**src/pkg/tmr_defines.svh**
```systemverilog
`ifndef TMR_DEFINES_SVH
`define TMR_DEFINES_SVH
// register indices; byte address is four times the index
`define TMR_IDX_CMP_B 8'h28
`define TMR_IDX_CMP_A 8'h29
`define TMR_IDX_CTRL_A 8'h2A
`define TMR_IDX_CNT 8'h32
`define TMR_IDX_CTRL_B 8'h33
`define TMR_IDX_FLAGS 8'h38
`define TMR_IDX_MASK 8'h39
// field positions
`define TMR_COM_A_HI 7
`define TMR_COM_B_HI 5
`define TMR_FORCE_A_BIT 7
`define TMR_FORCE_B_BIT 6
`define TMR_WGM2_BIT 3
`define TMR_A_BIT 4
`define TMR_B_BIT 3
`define TMR_OVF_BIT 1
// reset value of every register
`define TMR_RST_VAL 8'h00
// clock select codes
`define TMR_CS_STOP 3'h0
`define TMR_CS_DIV1 3'h1
`define TMR_CS_DIV8 3'h2
`define TMR_CS_DIV64 3'h3
`define TMR_CS_DIV256 3'h4
`define TMR_CS_DIV1024 3'h5
`define TMR_CS_EXT_FALL 3'h6
`define TMR_CS_EXT_RISE 3'h7
// counter limits
`define TMR_MAX 8'hFF
`define TMR_BOTTOM 8'h00
`endif

```
**src/pkg/tmr_pkg.sv**
```systemverilog
package tmr_pkg;
  // one bit per timer event: compare a, compare b, overflow
  typedef struct packed {
    logic a;
    logic b;
    logic ovf;
  } tmr_evt_t;
  // waveform mode, bit 2 from control b, bits 1:0 from control a
  typedef enum logic [2:0] {
    TMR_NORMAL, TMR_PC_FF, TMR_CTC, TMR_FAST_FF,
    TMR_RSV4, TMR_PC_CMPA, TMR_RSV6, TMR_FAST_CMPA
  } tmr_mode_t;
endpackage : tmr_pkg

```
**src/tmr_ctrl.sv**
```systemverilog
// Behaviour
// - force strobe acts only outside pwm modes
// - force b applies compare action immediately
// - force b sets no flag, no clear
// - force b bit always reads zero
// - control b bits 5:4 read zero
// - clock select: stop, div 1/8/64/256/1024
// - codes 110/111: external pin fall/rise
// - pin edges count even as output
// - counter rw; write blocks next match
// - compare a checked every timer clock
// - compare b checked every timer clock
// - irq a: mask bit 4, global, flag
// - irq b: mask bit 3, global, flag
// - irq ovf: mask bit 1, global, flag
// - flag 4 set on match a, cleared
// - flag 3 set on match b, cleared
// - flag 1 set on mode overflow point
// - mode bits choose waveform and top
// - non-pwm compare output field actions
`include "tmr_defines.svh"
`timescale 1ns/100ps
`default_nettype none
module tmr_ctrl (
  // clock and reset
  input wire logic pclk,
  input wire logic presetn,
  // apb slave
  input wire logic psel,
  input wire logic penable,
  input wire logic pwrite,
  input wire logic [7:0] paddr,
  input wire logic [31:0] pwdata,
  output logic [31:0] prdata,
  output logic pready,
  output logic pslverr,
  // cpu side
  input wire logic cpu_irq_enable,
  input wire tmr_pkg::tmr_evt_t vector_ack,
  output tmr_pkg::tmr_evt_t irq_req,
  // pins
  input wire logic external_count_input,
  output logic wave_out_a,
  output logic wave_out_b,
  output logic wave_oe_a,
  output logic wave_oe_b
);
  import tmr_pkg::*;

  logic [7:0] compare_value_a;
  logic [7:0] compare_value_b;
  logic [7:0] counter_value;
  logic [1:0] compare_output_mode_a;
  logic [1:0] compare_output_mode_b;
  logic [1:0] waveform_mode_field;
  logic waveform_mode_bit2;
  logic [2:0] clock_select_field;
  tmr_evt_t flags;
  tmr_evt_t irq_en;
  tmr_mode_t mode;
  logic [9:0] presc;
  logic ext_q;
  logic tick;
  logic blk;
  logic count_up;
  logic [7:0] top;
  logic non_pwm;
  logic fast;
  logic wrap;
  logic ovf_evt;
  logic [1:0] match;
  logic [1:0] force_cmp;
  logic [1:0] com [2];
  logic [7:0] ocr [2];
  logic wave [2];
  logic setup;
  logic wr;
  logic hit;
  logic [7:0] idx;
  logic [7:0] next_rd;

  // bus decode; zero wait states
  assign pready = 1'b1;
  assign idx = {2'h0, paddr[7:2]};
  assign setup = psel && !penable;
  assign wr = psel && penable && pwrite;

  // address decode and read mux
  always_comb begin
    hit = 1'b1;
    next_rd = `TMR_RST_VAL;
    case (idx)
      `TMR_IDX_CMP_B: next_rd = compare_value_b;
      `TMR_IDX_CMP_A: next_rd = compare_value_a;
      `TMR_IDX_CTRL_A: next_rd = {compare_output_mode_a,
        compare_output_mode_b, 2'h0, waveform_mode_field};
      `TMR_IDX_CNT: next_rd = counter_value;
      // strobes and reserved bits read zero
      `TMR_IDX_CTRL_B: next_rd = {4'h0, waveform_mode_bit2,
        clock_select_field};
      `TMR_IDX_FLAGS: next_rd = {3'h0, flags.a, flags.b, 1'b0,
        flags.ovf, 1'b0};
      `TMR_IDX_MASK: next_rd = {3'h0, irq_en.a, irq_en.b, 1'b0,
        irq_en.ovf, 1'b0};
      default: hit = 1'b0;
    endcase
  end

  // read data captured in the setup cycle
  always_ff @(posedge pclk or negedge presetn) begin
    if (!presetn) begin
      prdata <= 32'h0;
    end else if (setup) begin
      prdata <= {24'h0, next_rd};
    end
  end

  // error flag for unmapped addresses
  always_ff @(posedge pclk or negedge presetn) begin
    if (!presetn) begin
      pslverr <= 1'b0;
    end else if (setup) begin
      pslverr <= !hit;
    end
  end

  // software registers
  always_ff @(posedge pclk or negedge presetn) begin
    if (!presetn) begin
      compare_value_a <= `TMR_RST_VAL;
      compare_value_b <= `TMR_RST_VAL;
      compare_output_mode_a <= 2'h0;
      compare_output_mode_b <= 2'h0;
      waveform_mode_field <= 2'h0;
      waveform_mode_bit2 <= 1'b0;
      clock_select_field <= `TMR_CS_STOP;
      irq_en <= '0;
    end else if (wr) begin
      case (idx)
        `TMR_IDX_CMP_A: compare_value_a <= pwdata[7:0];
        `TMR_IDX_CMP_B: compare_value_b <= pwdata[7:0];
        `TMR_IDX_CTRL_A: begin
          compare_output_mode_a <= pwdata[`TMR_COM_A_HI -: 2];
          compare_output_mode_b <= pwdata[`TMR_COM_B_HI -: 2];
          waveform_mode_field <= pwdata[1:0];
        end
        `TMR_IDX_CTRL_B: begin
          waveform_mode_bit2 <= pwdata[`TMR_WGM2_BIT];
          clock_select_field <= pwdata[2:0];
        end
        `TMR_IDX_MASK: irq_en <= {pwdata[`TMR_A_BIT],
          pwdata[`TMR_B_BIT], pwdata[`TMR_OVF_BIT]};
        default: ;
      endcase
    end
  end

  // mode decode and top value
  assign mode = tmr_mode_t'({waveform_mode_bit2, waveform_mode_field});
  assign non_pwm = !waveform_mode_field[0];
  assign fast = (waveform_mode_field == 2'h3);
  always_comb begin
    case (mode)
      TMR_CTC, TMR_PC_CMPA, TMR_FAST_CMPA: top = compare_value_a;
      default: top = `TMR_MAX;
    endcase
  end

  // free running prescaler
  always_ff @(posedge pclk or negedge presetn) begin
    if (!presetn) begin
      presc <= 10'h0;
    end else begin
      presc <= presc + 10'h1;
    end
  end

  // pin history for edge detection, also when pin is an output
  always_ff @(posedge pclk or negedge presetn) begin
    if (!presetn) begin
      ext_q <= 1'b0;
    end else begin
      ext_q <= external_count_input;
    end
  end

  // timer clock enable from the selected source
  always_comb begin
    case (clock_select_field)
      `TMR_CS_DIV1: tick = 1'b1;
      `TMR_CS_DIV8: tick = &presc[2:0];
      `TMR_CS_DIV64: tick = &presc[5:0];
      `TMR_CS_DIV256: tick = &presc[7:0];
      `TMR_CS_DIV1024: tick = &presc;
      `TMR_CS_EXT_FALL: tick = ext_q && !external_count_input;
      `TMR_CS_EXT_RISE: tick = !ext_q && external_count_input;
      default: tick = 1'b0;
    endcase
  end

  // end of a period and overflow point per mode
  assign wrap = tick && !mode[0] ? counter_value == top :
    tick && counter_value == top;
  always_comb begin
    case (mode)
      TMR_PC_FF, TMR_PC_CMPA:
        ovf_evt = tick && !count_up && counter_value == `TMR_BOTTOM;
      TMR_FAST_CMPA: ovf_evt = tick && counter_value == top;
      default: ovf_evt = tick && counter_value == `TMR_MAX;
    endcase
  end

  // counter, direct write wins over counting
  always_ff @(posedge pclk or negedge presetn) begin
    if (!presetn) begin
      counter_value <= `TMR_RST_VAL;
      count_up <= 1'b1;
    end else if (wr && idx == `TMR_IDX_CNT) begin
      counter_value <= pwdata[7:0];
    end else if (tick && (mode == TMR_PC_FF || mode == TMR_PC_CMPA)) begin
      if (count_up && counter_value == top) begin
        count_up <= 1'b0;
        counter_value <= counter_value - 8'h1;
      end else if (!count_up && counter_value == `TMR_BOTTOM) begin
        count_up <= 1'b1;
        counter_value <= counter_value + 8'h1;
      end else begin
        counter_value <= count_up ? counter_value + 8'h1 :
          counter_value - 8'h1;
      end
    end else if (tick) begin
      count_up <= 1'b1;
      counter_value <= wrap ? `TMR_BOTTOM : counter_value + 8'h1;
    end
  end

  // compare blocking until the next timer clock
  always_ff @(posedge pclk or negedge presetn) begin
    if (!presetn) begin
      blk <= 1'b0;
    end else if (wr && idx == `TMR_IDX_CNT) begin
      blk <= 1'b1;
    end else if (tick) begin
      blk <= 1'b0;
    end
  end

  // per channel compare and waveform
  assign ocr[0] = compare_value_a;
  assign ocr[1] = compare_value_b;
  assign com[0] = compare_output_mode_a;
  assign com[1] = compare_output_mode_b;
  assign force_cmp[0] = wr && idx == `TMR_IDX_CTRL_B &&
    pwdata[`TMR_FORCE_A_BIT];
  assign force_cmp[1] = wr && idx == `TMR_IDX_CTRL_B &&
    pwdata[`TMR_FORCE_B_BIT];
  generate
    for (genvar i = 0; i < 2; i++) begin : g_ch
      assign match[i] = tick && !blk && counter_value == ocr[i];
      always_ff @(posedge pclk or negedge presetn) begin
        if (!presetn) begin
          wave[i] <= 1'b0;
        end else if (non_pwm && (force_cmp[i] || match[i])) begin
          // forced compare only in non-pwm modes
          case (com[i])
            2'h1: wave[i] <= !wave[i];
            2'h2: wave[i] <= 1'b0;
            2'h3: wave[i] <= 1'b1;
            default: ;
          endcase
        end else if (fast && com[i][1]) begin
          if (match[i] && ocr[i] != top) begin
            wave[i] <= com[i][0];
          end else if (wrap) begin
            wave[i] <= !com[i][0];
          end
        end else if (!non_pwm && com[i][1] && match[i]) begin
          wave[i] <= count_up ? com[i][0] : !com[i][0];
        end
      end
    end
  endgenerate

  // waveform pins
  assign wave_out_a = wave[0] && compare_output_mode_a != 2'h0;
  assign wave_out_b = wave[1] && compare_output_mode_b != 2'h0;
  assign wave_oe_a = compare_output_mode_a != 2'h0;
  assign wave_oe_b = compare_output_mode_b != 2'h0;

  // sticky flags; hardware set beats write-one or vector clear
  always_ff @(posedge pclk or negedge presetn) begin
    if (!presetn) begin
      flags <= '0;
    end else begin
      flags.a <= match[0] || (flags.a && !vector_ack.a &&
        !(wr && idx == `TMR_IDX_FLAGS && pwdata[`TMR_A_BIT]));
      flags.b <= match[1] || (flags.b && !vector_ack.b &&
        !(wr && idx == `TMR_IDX_FLAGS && pwdata[`TMR_B_BIT]));
      flags.ovf <= ovf_evt || (flags.ovf && !vector_ack.ovf &&
        !(wr && idx == `TMR_IDX_FLAGS && pwdata[`TMR_OVF_BIT]));
    end
  end

  // interrupt requests
  assign irq_req.a = cpu_irq_enable && irq_en.a && flags.a;
  assign irq_req.b = cpu_irq_enable && irq_en.b && flags.b;
  assign irq_req.ovf = cpu_irq_enable && irq_en.ovf && flags.ovf;

  // helper: counter write still waiting for its first timer clock
  logic cnt_wr_pend;
  always_ff @(posedge pclk or negedge presetn) begin
    if (!presetn) begin
      cnt_wr_pend <= 1'b0;
    end else if (wr && idx == `TMR_IDX_CNT) begin
      cnt_wr_pend <= 1'b1;
    end else if (tick) begin
      cnt_wr_pend <= 1'b0;
    end
  end
endmodule : tmr_ctrl
`default_nettype wire

```
**config.mk**
```make
export PLATFORM = sky130hd
export DESIGN_NAME = tmr_ctrl
export DESIGN_NICKNAME = d
export VERILOG_FILES = /design/src/pkg/tmr_pkg.sv /design/src/tmr_ctrl.sv
export VERILOG_INCLUDE_DIRS = /design/src /design/src/pkg
export SDC_FILE = /design/constraint.sdc
export NUM_CORES = 1
export LEC_CHECK = 0
export ABC_CLOCK_PERIOD_IN_PS = 2760
export BUFFER_PORTS_ARGS = -buffer_cell sky130_fd_sc_hd__buf_2
export CAP_MARGIN = 20
export CORE_MARGIN = 8
export CORE_UTILIZATION = 51
export DETAILED_ROUTE_END_ITERATION = 16
export PLACE_DENSITY_LB_ADDON = 0.05
export SLEW_MARGIN = 15
export SYNTH_ARGS = -nofsm -noshare
export SYNTH_HDL_FRONTEND = slang
export SYNTH_SLANG_ARGS = --single-unit
```
**constraint.sdc**
```tcl
create_clock -name pclk -period 2.76 [get_ports pclk]
set_clock_uncertainty 0.2 [all_clocks]
set_input_delay 0.138 -clock pclk [delete_from_list [all_inputs] [get_ports pclk]]
set_output_delay 0.138 -clock pclk [all_outputs]
set_load 0.1 [all_outputs]
```
Word-level counts from Yosys, hierarchy flattened
Index checks and enable logic that the tools add are counted.

storage, ports and cells
  bits in registers = 64
  output and inout bits = 41
  logic and storage cells = 189

cells by class
  $add $sub $neg = 3
  equality and inequality tests = 36
  multiplexer cells = 33
  bitwise logic cells = 1
  reductions and logical operators = 94

operators with widths
  kind                                                                     count
  8-bit two-way mux                                                        8
  8-bit case mux with 7 select lines                                       1
  1-bit logical AND                                                        48
  6-bit == test, second input constant                                     7
  8-bit == test                                                            3
  1-bit two-way mux                                                        20
  3-bit == test, second input constant                                     6
  1-bit logical NOT                                                        17
  8-bit inequality test                                                    2
  3-bit AND reduction                                                      4
  10-bit by 1-bit adder with 10-bit output, second input constant          1
  2-bit == test, second input constant                                     5
  10-bit AND reduction                                                     1
  2-bit AND reduction                                                      5
  3-bit by 2-bit == test with 1-bit output, second input constant          3
  3-bit nonzero test                                                       3
  8-bit by 1-bit adder with 8-bit output, second input constant            1
  8-bit == test, second input constant                                     1
  8-bit logical NOT                                                        1
  4-bit by 1-bit inequality test with 1-bit output, second input constant  2
  4-bit by 3-bit inequality test with 1-bit output, second input constant  2
  8-bit AND reduction                                                      1
  2-bit nonzero test                                                       4
  8-bit by 1-bit subtractor with 8-bit output, second input constant       1
  12 further kinds                                                         20

Logic depth before layout (Yosys ltp)
  word-level depth = 10
  mapped depth = 11

Least setup slack after synthesis
No wires, ideal clock.

  path kind = reg2reg
  from = reg presc[0]
  to = reg wave[0] (netlist name)
  library setup time = 0.131 ns
  arrival = 2.589 ns
  path slack = -0.160 ns
  cell stages (with the launch flop) = 11
  buffers on the path = 0
  path through = dfrtp_1 -> ha_1 -> ha_1 -> or3b_2 -> nand3_1 -> a221oi_1 -> or4_1 -> a41oi_1 -> o311ai_2 -> o31ai_1 -> a211oi_1

on the way
  word-level cells in the longest chain between the ends = 8
  elaborated cells on any way between the ends = 21
  those cells by class = eq/ne (2); mux (5); reduce/logical (14)

ends and longest elaborated chain
  item                                                                                      line                              source
  start: declaration                                                                        tmr_ctrl.sv:61                    logic [9:0] presc;
  start signal: assignment                                                                  tmr_ctrl.sv:174                   presc <= presc + 10'h1;
  10-bit AND reduction, or another cell as far along                                        tmr_ctrl.sv:194                   `TMR_CS_DIV1024: tick = &presc;
  1-bit case mux with 7 select lines (*)                                                    tmr_ctrl.sv:189                   case (clock_select_field)
  1-bit logical AND (2 in a row)                                                            tmr_ctrl.sv:259                   assign match[i] = tick && !blk && counter_value == ocr[i];
  1-bit logical OR or 1-bit logical AND (tied branches)                                     tmr_ctrl.sv:263, tmr_ctrl.sv:272
  1-bit logical AND or 1-bit two-way mux (tied branches)                                    tmr_ctrl.sv:263, tmr_ctrl.sv:272
  4-bit by 1-bit inequality test with 1-bit output (no line), or another cell as far along  n/a
  3-bit AND reduction (no line) or 1-bit two-way mux (tied branches)                        n/a
  end signal: indexed assignment                                                            tmr_ctrl.sv:266                   2'h1: wave[i] <= !wave[i];
  end signal: indexed assignment                                                            tmr_ctrl.sv:273                   wave[i] <= com[i][0];
  end signal: indexed assignment                                                            tmr_ctrl.sv:275                   wave[i] <= !com[i][0];
  end: declaration                                                                          tmr_ctrl.sv:75                    logic wave [2];

Mark *: on every way between the ends. The rest lies on a longest branch, timed or not.
A chain may end at the register's enable or synchronous reset.

Final worst setup path
  from = reg waveform_mode_field[0]
  to = reg counter_value[2]

on the way
  word-level cells in the longest chain between the ends = 10
  elaborated cells on any way between the ends = 20
  those cells by class = eq/ne (5); mux (7); reduce/logical (8)

ends and longest elaborated chain
  item                                         line                                               source
  start: declaration                           tmr_ctrl.sv:55                                     logic [1:0] waveform_mode_field;
  start signal: assignment                     tmr_ctrl.sv:145                                    waveform_mode_field <= pwdata[1:0];
  3-bit == test, or another cell as far along  tmr_ctrl.sv:163, tmr_ctrl.sv:220
  3-bit OR reduction                           tmr_ctrl.sv:163                                    case (mode)
  8-bit two-way mux                            tmr_ctrl.sv:163
  8-bit == test                                tmr_ctrl.sv:202, tmr_ctrl.sv:203, tmr_ctrl.sv:221
  1-bit logical AND                            tmr_ctrl.sv:203                                    tick && counter_value == top;
  1-bit two-way mux                            tmr_ctrl.sv:202                                    assign wrap = tick && !mode[0] ? counter_value == top :
  8-bit two-way mux                            tmr_ctrl.sv:233                                    counter_value <= wrap ? `TMR_BOTTOM : counter_value + 8'h1;
  8-bit two-way mux                            tmr_ctrl.sv:231                                    end else if (tick) begin
  8-bit two-way mux                            tmr_ctrl.sv:220                                    end else if (tick && (mode == TMR_PC_FF || mode == TMR_PC_CMPA)) begin
  8-bit two-way mux                            tmr_ctrl.sv:218                                    end else if (wr && idx == `TMR_IDX_CNT) begin
  end signal: assignment                       tmr_ctrl.sv:219                                    counter_value <= pwdata[7:0];
  end signal: assignment                       tmr_ctrl.sv:223                                    counter_value <= counter_value - 8'h1;
  end signal: assignment                       tmr_ctrl.sv:233
  end: declaration                             tmr_ctrl.sv:52                                     logic [7:0] counter_value;

Several ways; a longest one is shown, not always the timed one. The select of a mux whose other input is x is not followed.

==> metrics <==
CTS buffer count 9; total power 2.937 mW; DRT Pass-1 Iters 5; Clock Root Buffer clkbuf_8; Max FO, Critical Path 6; post-synth top area share 0.3495; initial antenna violation count 0; routed via count 4,304; largest area contributor in the netlist dfrtp_1; first-pass GRT wire length around 22,000 microns; RR Startpoint waveform_mode_field[0]; DRT Wirelength 14,070 microns; Fillers approximately 730; CP max stage cell a2111o_1; mapped cell area about 4500 sq um; crit path kind reg2reg; hold violation count in the final report 0; Post-Route Setup TNS -0.7259 ns; core area around 8600 sq um; Adder-Cell Fraction of Synth Area 0.01110; clock-pin slew of the registers on the worst-case setup and hold paths around 0.080 ns; DRC viols 0; gr usage total 0.2371; Post-Syn Instances approximately 500; GPL Wtd Cong just over 0.9; H-tree depth 3; # diodes 0; Main synth FF type dfrtp_1; vias in the first global route roughly 4.2k; synth warn 0; drt initial violations approximately 320; post-synthesis async set-or-reset flop share 1.000; R2R Setup Slk -0.13 ns; Final WS setup -0.1279 ns; final net count 645; Reg area ~1600 sq um; synthesis-to-layout area growth 25.22%; Tmin final between 2 and 3 ns; Distinct cells, synth between 60 and 70; Synth Area in XOR/XNOR 0.05437; worst slack, placed -0.2050 ns; Mapped Avg Cell Area around 9 sq um; endpoints failing setup 8; grt ovf 0; slew margin rel. 0.4466; metal3 WL ~1200 microns; RSZ-0062 raised after global routing true; Hold Crit Start paddr[4]; Chip Width ~110 microns; main combinational cell family by area after synthesis simple AND/OR/NAND/NOR gates; CP Launch Type register; Max-cap violations 0; power per cell area about 520 nW/um^2; CTS tree yes; min-delay worst type in2reg; # rows 34; Peak Freq approximately 350 MHz; largest net degree at the start of global routing 65; die area between 10,000 and 15,000 sq um; clock sinks 64; Routed met2 length roughly 6600 microns; crit path capture type register; placed instance area between 5000 and 6000 sq um; DR vias/cell about 6.1; fin crit share 1.046; Crit. Startpoint waveform_mode_field[0]; Worst Tran Pin Value 0.8302 ns; Synth Area in Simple Gates 0.2105; WP data arrival 2.92 ns; DP HPWL 9791 microns; status finished, violations left; failing checks negative setup slack; EDFF count, synth 0; # IOs a little over 90; register area share after synthesis 0.3553; Max VDD drop between 0.2 and 0.3 mV; M1 WL a little under 6000 microns; port buffer count 39; wire length per cell between 15 and 20 microns; Multi-input gate area ~2800 sq um; Final ANT Viol Nets 0; Pleak ~2.5 nW; proportion of synthesized area in mux cells 0.09015; Initial Util 0.5223; Worst Path Required about 2.8 ns; layout cell share with drive strength beyond 1 0.2970; die height around 110 microns; final-report max-slew violation count 0; synth top area cells dfrtp_1, mux2_2, xnor2_1, nand2_1, buf_4; post-route cell area 5648 sq um; clk_lat worst skew between 0.3 and 0.4 ns; post-synthesis compound-gate area fraction 0.1903; Top Metal Used met4; CP cell instances or3b_4 -> a211o_1 -> a22oi_2 -> nand4_1 -> a2111o_1 -> o21a_2 -> a21boi_1 -> nor3_1; Cell Count, Final, Fillers Out 704; flops & latches, synth 64; crit-path max cell delay ~0.54 ns; placed cell count 666; clk buf depth 2
-- worst max-delay path: cells and delay by family (launching register included) --
family           cells  cell delay (ns)
AND/OR/NAND/NOR      3             0.75
AO/OA/AOI/OAI        5             1.40
flip-flops           1             0.42
-- sequential cells by signal, summed over array words and instances (netlist names) --
register and count:
compare_output_mode_a 2, irq_en 3, flags 3, counter_value 8, ext_q 1, presc 10
pslverr 1, waveform_mode_bit2 1, prdata 8, clock_select_field 3, waveform_mode_field 2, compare_value_a 8
blk 1, count_up 1, compare_output_mode_b 2, wave 2, compare_value_b 8
-- cell type report --
type | count | share of cell area
flip-flops and latches | 64 | 0.2838
inverters | 13 | 0.008640
repair buffers | 114 | 0.1486
multi-input cells | 389 | 0.4909
clock buffers | 9 | 0.02193
clock inverters | 7 | 0.02215
well taps | 108 | 0.02393
-- cells in the final DEF, fill, tap and decap left out, types with 5 or more instances in the layout --
cell type      instances
dfrtp_1               63
nand2_1               55
buf_4                 53
buf_2                 39
mux2_2                28
xnor2_1               26
nor2_1                25
conb_1                25
nand3_1               19
a21oi_1               17
o21ai_0               16
dlygate4sd3_1         15
inv_1                 13
nand4_1               13
o211ai_1              10
or4b_1                 9
clkbuf_8               9
a211o_1                8
mux2i_1                8
and2_1                 7
nor3_1                 7
o21ai_1                6
and3_1                 5
nand3b_1               5
a31oi_1                5
a221oi_1               5
buf_6                  5
-- where the power goes --
part,internal (mW),leakage [nW],switching [mW]
logic,0.276,1.49,0.504
registers,0.991,0.851,0.117
clock network,0.611,0.125,0.439
-- stage by stage --
step	hold WS (ns)	utilization
after global placement	0.07298	0.5811
final	0.02362	0.6540
after CTS	0.003820	0.6445
after floorplan	-0.3576	-
after global routing	0.01105	0.6540
after detailed placement	0.07636	0.5811
-- per-layer routing --
layer / global-route usage / vias up
met5: 0 / -
met4: 0.09450 / 0
met3: 0.04244 / 42
met2: 0.3793 / 202
met1: 0.3108 / 2082
li1: - / 1978
-- worst paths after layout --
check                                          end  depth (start not counted)
worst max-delay path              counter_value[2]                          8
worst min-delay path                       pslverr                          4
worst max register to register    counter_value[2]                          8
worst min register to register            presc[4]                          1
max in group asynchronous                irq_en[0]                          3
min in group asynchronous       compare_value_a[6]                          3
-- cells by family after synthesis --
logic type      count (synthesis)
mux                            37
xor+xnor                       28
simple gates                  177
other cells                     2
buf+inv                        74
compound gates                117
flops                          64
fa+ha+maj                       4
-- synthesized netlist by cell type, drive strengths merged, types with 6 or more instances --
cell type,n
o211ai,10
a221oi,6
nor3,8
or4b,9
dfrtp,63
mux2i,8
mux2,29
clkbuf,28
xnor2,26
nand4,13
nand3,20
o21ai,22
a211o,8
nand2,55
a21oi,20
and2,8
nor2,25
buf,33
inv,13
-- timing repair --
item / 4_1_cts / 5_1_grt
gates resized for setup: 22 / 10
hold buffers: 15 / 0
pin swaps: 17 / 13
buffers inserted: 4 / 2
endpoints found under the hold margin: 94 / 0
endpoints found under the setup margin: 9 / 9
gates cloned: 1 / 0
No activity file was read; power rests on OpenSTA's default activity.
